**config.mk**
```make
export PLATFORM = sky130hd
export DESIGN_NAME = timer_event_enable_status
export DESIGN_NICKNAME = d
export VERILOG_FILES = /design/src/hw/timer_evt_pkg.sv /design/src/hw/chan_event_detect.sv /design/src/hw/timer_event_enable_status.sv /design/src/hw/update_event_gen.sv
export SDC_FILE = /design/constraint.sdc
export NUM_CORES = 1
export LEC_CHECK = 0
export ABC_CLOCK_PERIOD_IN_PS = 2100
export BUFFER_PORTS_ARGS = -buffer_cell sky130_fd_sc_hd__buf_2
export CAP_MARGIN = 10
export CORE_UTILIZATION = 40
export DETAILED_ROUTE_END_ITERATION = 12
export PLACE_DENSITY = 0.81
export SLEW_MARGIN = 25
export SYNTH_ARGS = -nofsm -noshare
export SYNTH_HDL_FRONTEND = slang
export SYNTH_SLANG_ARGS = --single-unit
```
**constraint.sdc**
```tcl
create_clock -name i_clk_sys -period 2.1 [get_ports i_clk_sys]
set_input_delay 0.42 -clock i_clk_sys [delete_from_list [all_inputs] [get_ports i_clk_sys]]
set_output_delay 0.42 -clock i_clk_sys [all_outputs]
set_load 0.05 [all_outputs]
```
**src/hw/timer_evt_pkg.sv**
```systemverilog
package timer_evt_pkg;

  // ---------------------------------------------------------------
  // Register map (byte addresses on the bus)
  // ---------------------------------------------------------------
  localparam logic [7:0] OFS_EVENT_REQUEST_ENABLE = 8'h0c;
  localparam logic [7:0] OFS_EVENT_STATUS_FLAGS = 8'h10;
  localparam logic [7:0] OFS_EVENT_GENERATION = 8'h14;
  localparam logic [7:0] OFS_EVENT_STATUS_CLEAR = 8'h18;

  // ---------------------------------------------------------------
  // Field positions
  // ---------------------------------------------------------------
  // Interrupt enables sit in bits 0..7, DMA enables in bits 8..14
  localparam int POS_IRQ_ENABLE_LO = 0;
  localparam int POS_IRQ_ENABLE_HI = 7;
  localparam int POS_DMA_ENABLE_LO = 8;
  localparam int POS_DMA_ENABLE_HI = 14;
  localparam int POS_UPDATE = 0;
  localparam int POS_CHAN1 = 1;
  localparam int POS_CHAN2 = 2;
  localparam int POS_UPDATE_DMA = 8;
  localparam int POS_CHAN1_DMA = 9;
  localparam int POS_UPDATE_GENERATE = 0;
  localparam int NUM_CHAN = 2;

  // Writable bits of the enable register; bit 15 is reserved
  localparam logic [15:0] ENABLE_WRITE_MASK = 16'h7fff;

  // ---------------------------------------------------------------
  // Values after reset
  // ---------------------------------------------------------------
  localparam logic [15:0] RST_EVENT_REQUEST_ENABLE = 16'h0000;
  localparam logic [2:0] RST_EVENT_STATUS_FLAGS = 3'h0;
  localparam logic [31:0] RST_READ_DATA = 32'h0000_0000;

  // ---------------------------------------------------------------
  // Bus timing: cycles from request to waitrequest low
  // ---------------------------------------------------------------
  localparam int BUS_WAIT_CYCLES = 1;

endpackage

```
**src/hw/chan_event_detect.sv**
```systemverilog
`timescale 1ns/1ps
module chan_event_detect
  import timer_evt_pkg::*;
(
  input wire logic i_clk_sys,
  input wire logic i_sys_rst,
  input wire logic i_is_input,
  input wire logic [15:0] i_counter_value,
  input wire logic [15:0] i_compare_value,
  input wire logic i_capture,
  input wire logic i_capture_read,
  output logic o_flag_set,
  output logic o_flag_clear
);

  // ---------------------------------------------------------------
  // Compare match and capture detection
  // ---------------------------------------------------------------
  logic match_now;
  logic match_prev;

  assign match_now = (i_counter_value == i_compare_value);

  // Remember last match so a stalled counter does not re-set forever
  always_ff @(posedge i_clk_sys) begin
    if (i_sys_rst) begin
      match_prev <= 1'b0;
    end else begin
      match_prev <= match_now;
    end
  end

  // Output mode flags the first cycle of a match, input mode each capture
  assign o_flag_set = i_is_input ? i_capture : (match_now && !match_prev);
  // Reading the capture register only clears in input mode
  assign o_flag_clear = i_is_input && i_capture_read;

endmodule // chan_event_detect

```
**src/hw/timer_event_enable_status.sv**
```systemverilog
// Overview of operation
// Bits 0-7 enable update, channel, commutation, trigger, break irqs; only bits 0-2 drive o_irq here
// Bits 8-14 enable DMA requests; bit 15 reserved; only bits 8-10 drive DMA requests here
// Update flag set by reload, held until zero written; a one written to the clear register also clears it here
// Repetition overrun sets update flag unless disabled
// Update generate bit sets flag when source select zero
// Trigger reinit sets flag when source select zero
// Output channel 1 flag set on compare match
// Input channel 1 flag: capture sets, write0/read clears
// Channel 2 flag behaves like channel 1
// Irq while enabled flag set; writing one keeps flag
//
// The Avalon-MM interface to the registers was left to the implementer.
`timescale 1ns/1ps
module timer_event_enable_status
  import timer_evt_pkg::*;
(
  input wire logic i_clk_sys,
  input wire logic i_sys_rst,
  // Avalon-MM slave
  input wire logic [7:0] i_avs_address,
  input wire logic i_avs_read,
  input wire logic i_avs_write,
  input wire logic [31:0] i_avs_writedata,
  input wire logic [3:0] i_avs_byteenable,
  output logic [31:0] o_avs_readdata,
  output logic o_avs_waitrequest,
  // Control bits from the timer control block
  input wire logic i_update_disable,
  input wire logic i_update_source_select,
  // Events from the counter core
  input wire logic i_repetition_overrun,
  input wire logic i_trigger_reinit,
  input wire logic [15:0] i_counter_value,
  // Channel 1 and 2 side, index 0 is channel 1
  input wire logic [1:0] i_chan_is_input,
  input wire logic [15:0] i_chan1_compare_capture,
  input wire logic [15:0] i_chan2_compare_capture,
  input wire logic [1:0] i_chan_capture,
  input wire logic [1:0] i_chan_capture_read,
  // Results
  output logic o_update_event,
  output logic o_counter_reinit,
  output logic o_update_dma_req,
  output logic [1:0] o_chan_dma_req,
  output logic [15:0] o_event_request_enable,
  output logic o_irq
);

  // ---------------------------------------------------------------
  // Bus access decode
  // ---------------------------------------------------------------
  logic ack;
  logic wr_fire;
  logic rd_fire;

  // Shared address compare, used by every register strobe
  function automatic logic hit(input logic [7:0] addr, input logic [7:0] ofs);
    hit = (addr == ofs);
  endfunction

  // One wait cycle gives time to register read data
  assign o_avs_waitrequest = (i_avs_read || i_avs_write) && !ack;
  assign wr_fire = i_avs_write && ack;
  assign rd_fire = i_avs_read && ack;

  // Ack lasts one cycle so back-to-back requests each wait once
  always_ff @(posedge i_clk_sys) begin
    if (i_sys_rst) begin
      ack <= 1'b0;
    end else begin
      ack <= (i_avs_read || i_avs_write) && !ack;
    end
  end

  logic wr_enable;
  logic wr_status;
  logic wr_generate;
  logic wr_clear;

  assign wr_enable = wr_fire && hit(i_avs_address, OFS_EVENT_REQUEST_ENABLE);
  assign wr_status = wr_fire && hit(i_avs_address, OFS_EVENT_STATUS_FLAGS);
  assign wr_generate = wr_fire && hit(i_avs_address, OFS_EVENT_GENERATION);
  assign wr_clear = wr_fire && hit(i_avs_address, OFS_EVENT_STATUS_CLEAR);

  // ---------------------------------------------------------------
  // Enable register
  // ---------------------------------------------------------------
  logic [15:0] event_request_enable;
  logic [15:0] next_enable_lanes;

  // Byte lanes merge into the old value; reserved bit stays zero
  always_comb begin
    next_enable_lanes = event_request_enable;
    if (i_avs_byteenable[0]) begin
      next_enable_lanes[7:0] = i_avs_writedata[7:0];
    end
    if (i_avs_byteenable[1]) begin
      next_enable_lanes[15:8] = i_avs_writedata[15:8];
    end
  end

  always_ff @(posedge i_clk_sys) begin
    if (i_sys_rst) begin
      event_request_enable <= RST_EVENT_REQUEST_ENABLE;
    end else if (wr_enable) begin
      event_request_enable <= next_enable_lanes & ENABLE_WRITE_MASK;
    end
  end

  assign o_event_request_enable = event_request_enable;

  // ---------------------------------------------------------------
  // Update event source
  // ---------------------------------------------------------------
  logic update_generate;
  logic update_event;
  logic update_flag_set;

  // Generate bit is write-only and self-clearing: a pulse on the write
  assign update_generate = wr_generate && i_avs_byteenable[0] &&
    i_avs_writedata[POS_UPDATE_GENERATE];

  update_event_gen u_update_event_gen (
    .i_update_disable(i_update_disable),
    .i_update_source_select(i_update_source_select),
    .i_repetition_overrun(i_repetition_overrun),
    .i_trigger_reinit(i_trigger_reinit),
    .i_update_generate(update_generate),
    .o_update_event(update_event),
    .o_update_flag_set(update_flag_set)
  );

  // Registered so the core sees clean single-cycle pulses
  always_ff @(posedge i_clk_sys) begin
    if (i_sys_rst) begin
      o_update_event <= 1'b0;
      o_counter_reinit <= 1'b0;
      o_update_dma_req <= 1'b0;
    end else begin
      o_update_event <= update_event;
      o_counter_reinit <= update_generate && !i_update_disable;
      o_update_dma_req <= update_event && event_request_enable[POS_UPDATE_DMA];
    end
  end

  // ---------------------------------------------------------------
  // Channel compare and capture detection
  // ---------------------------------------------------------------
  logic [NUM_CHAN-1:0] chan_flag_set;
  logic [NUM_CHAN-1:0] chan_flag_clear;
  logic [15:0] chan_compare [NUM_CHAN];

  assign chan_compare[0] = i_chan1_compare_capture;
  assign chan_compare[1] = i_chan2_compare_capture;

  // Channel 2 reuses the channel 1 detector unchanged
  generate
    for (genvar g = 0; g < NUM_CHAN; g++) begin : g_chan
      chan_event_detect u_detect (
        .i_clk_sys(i_clk_sys),
        .i_sys_rst(i_sys_rst),
        .i_is_input(i_chan_is_input[g]),
        .i_counter_value(i_counter_value),
        .i_compare_value(chan_compare[g]),
        .i_capture(i_chan_capture[g]),
        .i_capture_read(i_chan_capture_read[g]),
        .o_flag_set(chan_flag_set[g]),
        .o_flag_clear(chan_flag_clear[g])
      );
    end
  endgenerate

  // DMA request follows each channel event when enabled
  always_ff @(posedge i_clk_sys) begin
    if (i_sys_rst) begin
      o_chan_dma_req <= '0;
    end else begin
      o_chan_dma_req <= chan_flag_set &
        event_request_enable[POS_CHAN1_DMA +: NUM_CHAN];
    end
  end

  // ---------------------------------------------------------------
  // Status flags
  // ---------------------------------------------------------------
  logic [2:0] event_status_flags;
  logic [2:0] flag_set;
  logic [2:0] flag_sw_clear;
  logic [2:0] flag_clear;

  assign flag_set = {chan_flag_set, update_flag_set};

  // Status writes: zero clears, one leaves the flag alone; clear-register writes: one clears
  always_comb begin
    flag_sw_clear = '0;
    if (wr_status && i_avs_byteenable[0]) begin
      flag_sw_clear = ~i_avs_writedata[2:0];
    end
    if (wr_clear && i_avs_byteenable[0]) begin
      flag_sw_clear = flag_sw_clear | i_avs_writedata[2:0];
    end
  end

  // Capture-register reads clear only the channel flags
  assign flag_clear = flag_sw_clear | {chan_flag_clear, 1'b0};

  // Set wins over a clear in the same cycle so no event is lost
  always_ff @(posedge i_clk_sys) begin
    if (i_sys_rst) begin
      event_status_flags <= RST_EVENT_STATUS_FLAGS;
    end else begin
      event_status_flags <= flag_set | (event_status_flags & ~flag_clear);
    end
  end

  // ---------------------------------------------------------------
  // Interrupt output
  // ---------------------------------------------------------------
  // Level output; stays high until software clears the flag
  assign o_irq = |(event_status_flags &
    event_request_enable[POS_IRQ_ENABLE_LO +: 3]);

  // ---------------------------------------------------------------
  // Read data
  // ---------------------------------------------------------------
  logic [31:0] next_readdata;

  // Write-only and unmapped locations read as zero
  always_comb begin
    next_readdata = RST_READ_DATA;
    if (hit(i_avs_address, OFS_EVENT_REQUEST_ENABLE)) begin
      next_readdata[15:0] = event_request_enable;
    end else if (hit(i_avs_address, OFS_EVENT_STATUS_FLAGS)) begin
      next_readdata[2:0] = event_status_flags;
    end
  end

  // Captured in the wait cycle, stands while waitrequest is low
  always_ff @(posedge i_clk_sys) begin
    if (i_sys_rst) begin
      o_avs_readdata <= RST_READ_DATA;
    end else if (i_avs_read && !ack) begin
      o_avs_readdata <= next_readdata;
    end
  end

  logic unused_rd;
  assign unused_rd = rd_fire;

endmodule // timer_event_enable_status

```
**src/hw/update_event_gen.sv**
```systemverilog
`timescale 1ns/1ps
module update_event_gen
  import timer_evt_pkg::*;
(
  input wire logic i_update_disable,
  input wire logic i_update_source_select,
  input wire logic i_repetition_overrun,
  input wire logic i_trigger_reinit,
  input wire logic i_update_generate,
  output logic o_update_event,
  output logic o_update_flag_set
);

  // ---------------------------------------------------------------
  // Update event qualification
  // ---------------------------------------------------------------
  // Any reload source makes an update event unless updates are disabled
  assign o_update_event = !i_update_disable &&
    (i_repetition_overrun || i_update_generate || i_trigger_reinit);

  // Software and trigger sources only raise the flag with source select low
  always_comb begin
    o_update_flag_set = 1'b0;
    if (!i_update_disable) begin
      if (i_repetition_overrun) begin
        o_update_flag_set = 1'b1;
      end
      if (!i_update_source_select && i_update_generate) begin
        o_update_flag_set = 1'b1;
      end
      if (!i_update_source_select && i_trigger_reinit) begin
        o_update_flag_set = 1'b1;
      end
    end
  end

endmodule // update_event_gen
```
* Word level (Yosys, flattened, before mapping)
Index checks and enable logic that the tools add are counted.
W data, S select, Z words.
** Storage, ports and cells
- Flip-flop bits (word level) :: 42
- Bits in latches :: 0
- Bits in writable memories :: 0
- Memory bits (read-only) :: 0
- Input port bits :: 106
- Output and inout port bits :: 55
- Logic and storage cells :: 67
- Memories kept :: 0
** Operators by class
- Add/sub/neg operators :: 0
- $mul :: 0
- Divide/modulo/power cells :: 0
- Magnitude comparators :: 0
- Equality and inequality tests :: 6
- Shifts and indexed selects :: 0
- Muxes and demuxes :: 11
- Bitwise operators :: 8
- Reductions and logical operators :: 31
** Operators with widths (number)
- $eq A16 B16 Y1 :: 2
- $eq A8 B5 Y1 const B :: 3
- $logic_and A1 B1 Y1 :: 20
- $mux W12 :: 1
- $mux W3 :: 4
- $or A3 B3 Y3 :: 3
- $eq A8 B4 Y1 const B :: 1
- $and A3 B3 Y3 :: 2
- $mux W1 :: 6
- $not A3 Y3 :: 2
- $logic_not A1 Y1 :: 5
- $reduce_and A2 Y1 :: 2
- $logic_or A1 B1 Y1 :: 3
- $reduce_or A3 Y1 :: 1
- $and A2 B2 Y2 :: 1

* Longest topological paths before layout
- Depth after elaboration :: 10
- Depth in mapped cells :: 7
- Gate-level depth less buffers :: 5

* By module
A second synthesis with hierarchy kept.
** Unflattened totals
- Cell total of the unflattened synthesis :: 265
- Area, all modules :: 2358.5 um^2
** Modules (own cells, without submodules)
- timer_event_enable_status :: times used 1, cells each 208, area an instance 1898.1 um^2
- chan_event_detect :: times used 2, cells each 26, area an instance 217.7 um^2
- update_event_gen :: times used 1, cells each 5, area an instance 25.0 um^2

* Least setup slack after synthesis
No wires, ideal clock.
- Kind :: input to register
- Start :: in i_avs_address[3]
- End :: reg event_request_enable[8] (netlist: o_event_request_enable[8])
- Arrival time :: 1.478 ns
- Data required time :: 1.972 ns
- Path slack :: 0.495 ns
- Stages :: 6
- Cell sequence :: buf_4 nand2_1 or2_4 nor3_4 mux2i_1 nor2_1
** On the way
- Word-level cells in the longest chain between the ends :: 3
** Ends and longest elaborated chain
- start: declaration :: line timer_event_enable_status.sv:21 : input wire logic [7:0] i_avs_address,
- $eq A8 B4 Y1 :: line timer_event_enable_status.sv:59 : hit = (addr == ofs);
- $logic_and A1 B1 Y1 :: line timer_event_enable_status.sv:81 : assign wr_enable = wr_fire && hit(i_avs_address, OFS_EVENT_REQUEST_ENABLE);
- $reduce_and A2 Y1 (no line)
- end signal: assignment :: line timer_event_enable_status.sv:107 : event_request_enable <= next_enable_lanes & ENABLE_WRITE_MASK;
- end: declaration :: line timer_event_enable_status.sv:89 : logic [15:0] event_request_enable;
No other way between the ends.
A chain may end at the register's enable or synchronous reset.

* Worst setup path in the final report
- Start :: reg event_request_enable[1] (netlist: o_event_request_enable[1])
- End :: out o_irq
** On the way
- Word-level cells in the longest chain between the ends :: 2
** Ends and longest elaborated chain
- $and A3 B3 Y3 :: line timer_event_enable_status.sv:221 : assign o_irq = |(event_status_flags &
- $reduce_or A3 Y1 :: line timer_event_enable_status.sv:221
- end: declaration :: line timer_event_enable_status.sv:47 : output logic o_irq
No other way between the ends.

==> flow_summary_export.csv <==
group,metric,value,unit
layout,regArea,821,um2
floorplan,die_area,5480,um2
floorplan,boundaryPins,161,
global_routing,grt_pass1_vias,1767,
clock_tree,clock-sinks,41,
layout,syn2layout_area_growth,35.7,%
sta,final_hold_viol_count,0,
clock_tree,clock_latency,0.28,ns
power_and_ir_drop,finalPower,1.71,mW
detailed_routing,wl_per_cell,11.4,um
critical_path,start_kind,"flip-flop",
sta,finClkSkew,0.00257,ns
yosys,yosys-top-cells-area,"dfxtp_1 40%, xor2_1 12%, mux2i_1 7.2%",
power_and_ir_drop,p_leak,1.35,nW
yosys,yosys.area.top_type_share,39.6,%
detailed_routing,dr.pass1.iters,4,
critical_path,slowest_stage,"dfxtp_1",
critical_path,cpPeakStageDelay,0.34,ns
global_routing,grt_antenna_before_repair,0,
clock_tree,cts_resized,0,
status,status,"finished clean",
detailed_routing,drt_drc_violations_left,0,
floorplan,start_util,42.8,%
critical_path,critical-path-top-delay-family,"flip-flops",
clock_tree,cts_buffers,5,
layout,antenna_cells,0,
min_path,hp-class,"input port to flip-flop",
critical_path,worstPathBufferInverterCount,2,
sta,period_share,79.5,%
yosys,synthFlopType,"dfxtp_1",
floorplan,core,4850,um2
clock_tree,cts_setup_buffers,0,
detailed_routing,antenna_left,0,
yosys,avgSynthCellArea,9.17,um2
power_and_ir_drop,power.density,608,nW/um2
detailed_routing,vias,1944,
clock_tree,holdBufCountCts,0,
detailed_routing,wirelength_met1,2070,um
layout,nFillCells,444,
clock_tree,ctsRootBufferMaster,"clkbuf_8",
clock_tree,cts_tree,"done",
detailed_routing,wl_met3,330,um
global_routing,groute.usage.overall,17.8,%
layout,nets,457,
sta,fin_tns_setup,0,ns
yosys,syn-cell-area,2070,um2
sta,setup_viol,0,
sta,grt_setup_unrepaired,"false",
sta,whs,0.312,ns
critical_path,cp_cell_sequence,"a222oi_1 -> inv_1 -> buf_2",
detailed_routing,viasPerCell,4.64,
yosys,yosysUniqueCellTypes,38,
global_routing,grt-ovfl-total,0,
detailed_routing,wl,4780,um
global_routing,grt_pass1_wl,7530,um
run,maxCapViolCount,0,
floorplan,die_h,74.0,um
detailed_routing,drt-initial-drc-count,90,
yosys,ys_seq_elements,41,
critical_path,worstPathRequired,1.68,ns
critical_path,worstPathMaxFanout,4,
sta,fmax,0.599,GHz
yosys,synth.most_common_cell,"dfxtp_1",
clock_tree,clockBufferDepth,2,
yosys,yosys-top-cells-count,"41 x dfxtp_1, 40 x nor2_1, 28 x xor2_1",
detailed_routing,wl_met2,2360,um
critical_path,criticalPathCategory,"flip-flop to output port",
floorplan,std_cell_rows,25,
yosys,synthArstFlopShare,0,%
sta,final-max-slew-violation-count,0,
sta,min_period,1.67,ns
yosys,yosysSeqAreaShare,39.6,%
layout,drive_above_1_share,39.5,%
placed_design,numPortBuffers,123,
critical_path,critical_path_arrival,1.25,ns
yosys,synth-edff-count,0,
yosys,syn-instance-count,226,
placed_design,gp_congestion,0.767,
yosys,yosys.area.top_type,"dfxtp_1",
yosys,yosysWarnings,0,
layout,multi_input_area,1130,um2
power_and_ir_drop,ir_drop,0.000312,V
placed_design,hpwl,3810,um
clock_tree,path_clk_slew,0.07,ns
floorplan,die_w,74.0,um
detailed_routing,top_layer_used,"met4",
global_routing,grt_max_degree,41,
critical_path,worstSetupEndpointType,"output port",
clock_tree,htreeDepth,2,
## sequential cells by signal, summed over array words and instances (netlist names)
name / count
o_avs_readdata: 15
o_event_request_enable: 15
event_status_flags: 3
g_chan.u_detect.match_prev: 2
o_chan_dma_req: 2
ack: 1
o_counter_reinit: 1
o_update_dma_req: 1
o_update_event: 1
## layout by cell type, fill, tap and decap left out, types with 2 or more instances in the layout
cell and count:
a211oi_1 2, a22o_1 3, a22oi_1 15, buf_2 123, buf_4 4, clkbuf_8 6
conb_1 18, dfxtp_1 41, inv_1 5, mux2i_1 15, nand2_1 4, nand2b_1 2
nand3_1 3, nand3b_1 2, nand4_1 2, nor2_1 40, nor2b_1 3, nor3_1 2
nor4_1 7, o21ai_0 3, xnor2_1 7, xor2_1 28
## cell families after synthesis
kind of cell    Yosys count  synth area share (%)
xor+xnor                 35                  14.8
simple gates             75                  18.5
mux                      15                  7.24
buf+inv                  31                  9.11
flops                    41                  39.6
other cells               1                 0.181
compound gates           28                  10.6
## worst paths after layout
path                                                         end                                    from  cells past startpoint  slack [ns]
worst max register to register  event_status_flags[2]$_SDFF_PP0_                          ack$_SDFF_PP0_                      5        0.54
worst min-delay path                 o_counter_reinit$_SDFF_PP0_                        i_update_disable                      2        0.31
worst max-delay path                                       o_irq  o_event_request_enable[1]$_SDFFE_PP0P_                      3        0.43
worst min register to register       o_update_dma_req$_SDFF_PP0_  o_event_request_enable[8]$_SDFFE_PP0P_                      2        0.48
## routing by layer
layer / vias up / global-route usage (%)
met2: 81 / 30.1
met3: 4 / 4.34
met4: 0 / 6.41
met1: 868 / 22.0
met5: - / 0
li1: 991 / -
## through the flow
| stage | utilization, % | setup slack, ns | cells | cell area, um2 |
|---|---|---|---|---|
| 5_1_grt | 58.0 | 0.359 | 419 | 2810 |
| 3_5_place_dp | 55.6 | 0.260 | 411 | 2700 |
| 2_1_floorplan | - | 0.495 | 243 | 2140 |
| 3_3_place_gp | 55.6 | 0.292 | 411 | 2700 |
| 6_report | 58.0 | 0.431 | 419 | 2810 |
| 4_1_cts | 58.0 | 0.408 | 419 | 2810 |
## power by group
part | switching [mW] | internal, mW | total (mW)
logic | 0.178 | 0.109 | 0.287
clock network | 0.247 | 0.387 | 0.635
registers | 0.00578 | 0.784 | 0.790
total | 0.431 | 1.28 | 1.71
## final cells by class
| type | count | share of cell area (%) |
|---|---|---|
| multi-input combinational | 171 | 40.1 |
| sequential | 41 | 29.2 |
| timing repair buffer | 127 | 23.0 |
| clock buffer | 7 | 3.07 |
| tap | 67 | 2.98 |
| clock inverter | 1 | 1.07 |
| inverter | 5 | 0.667 |
## worst register-to-register path, delay by kind of cell (launching register included)
kind / cells / cell delay (ns)
AND/OR/NAND/NOR: 4 / 0.87
flip-flops: 1 / 0.38
AO/OA/AOI/OAI: 1 / 0.20
Note: power is estimated with default switching activity, not from simulation.
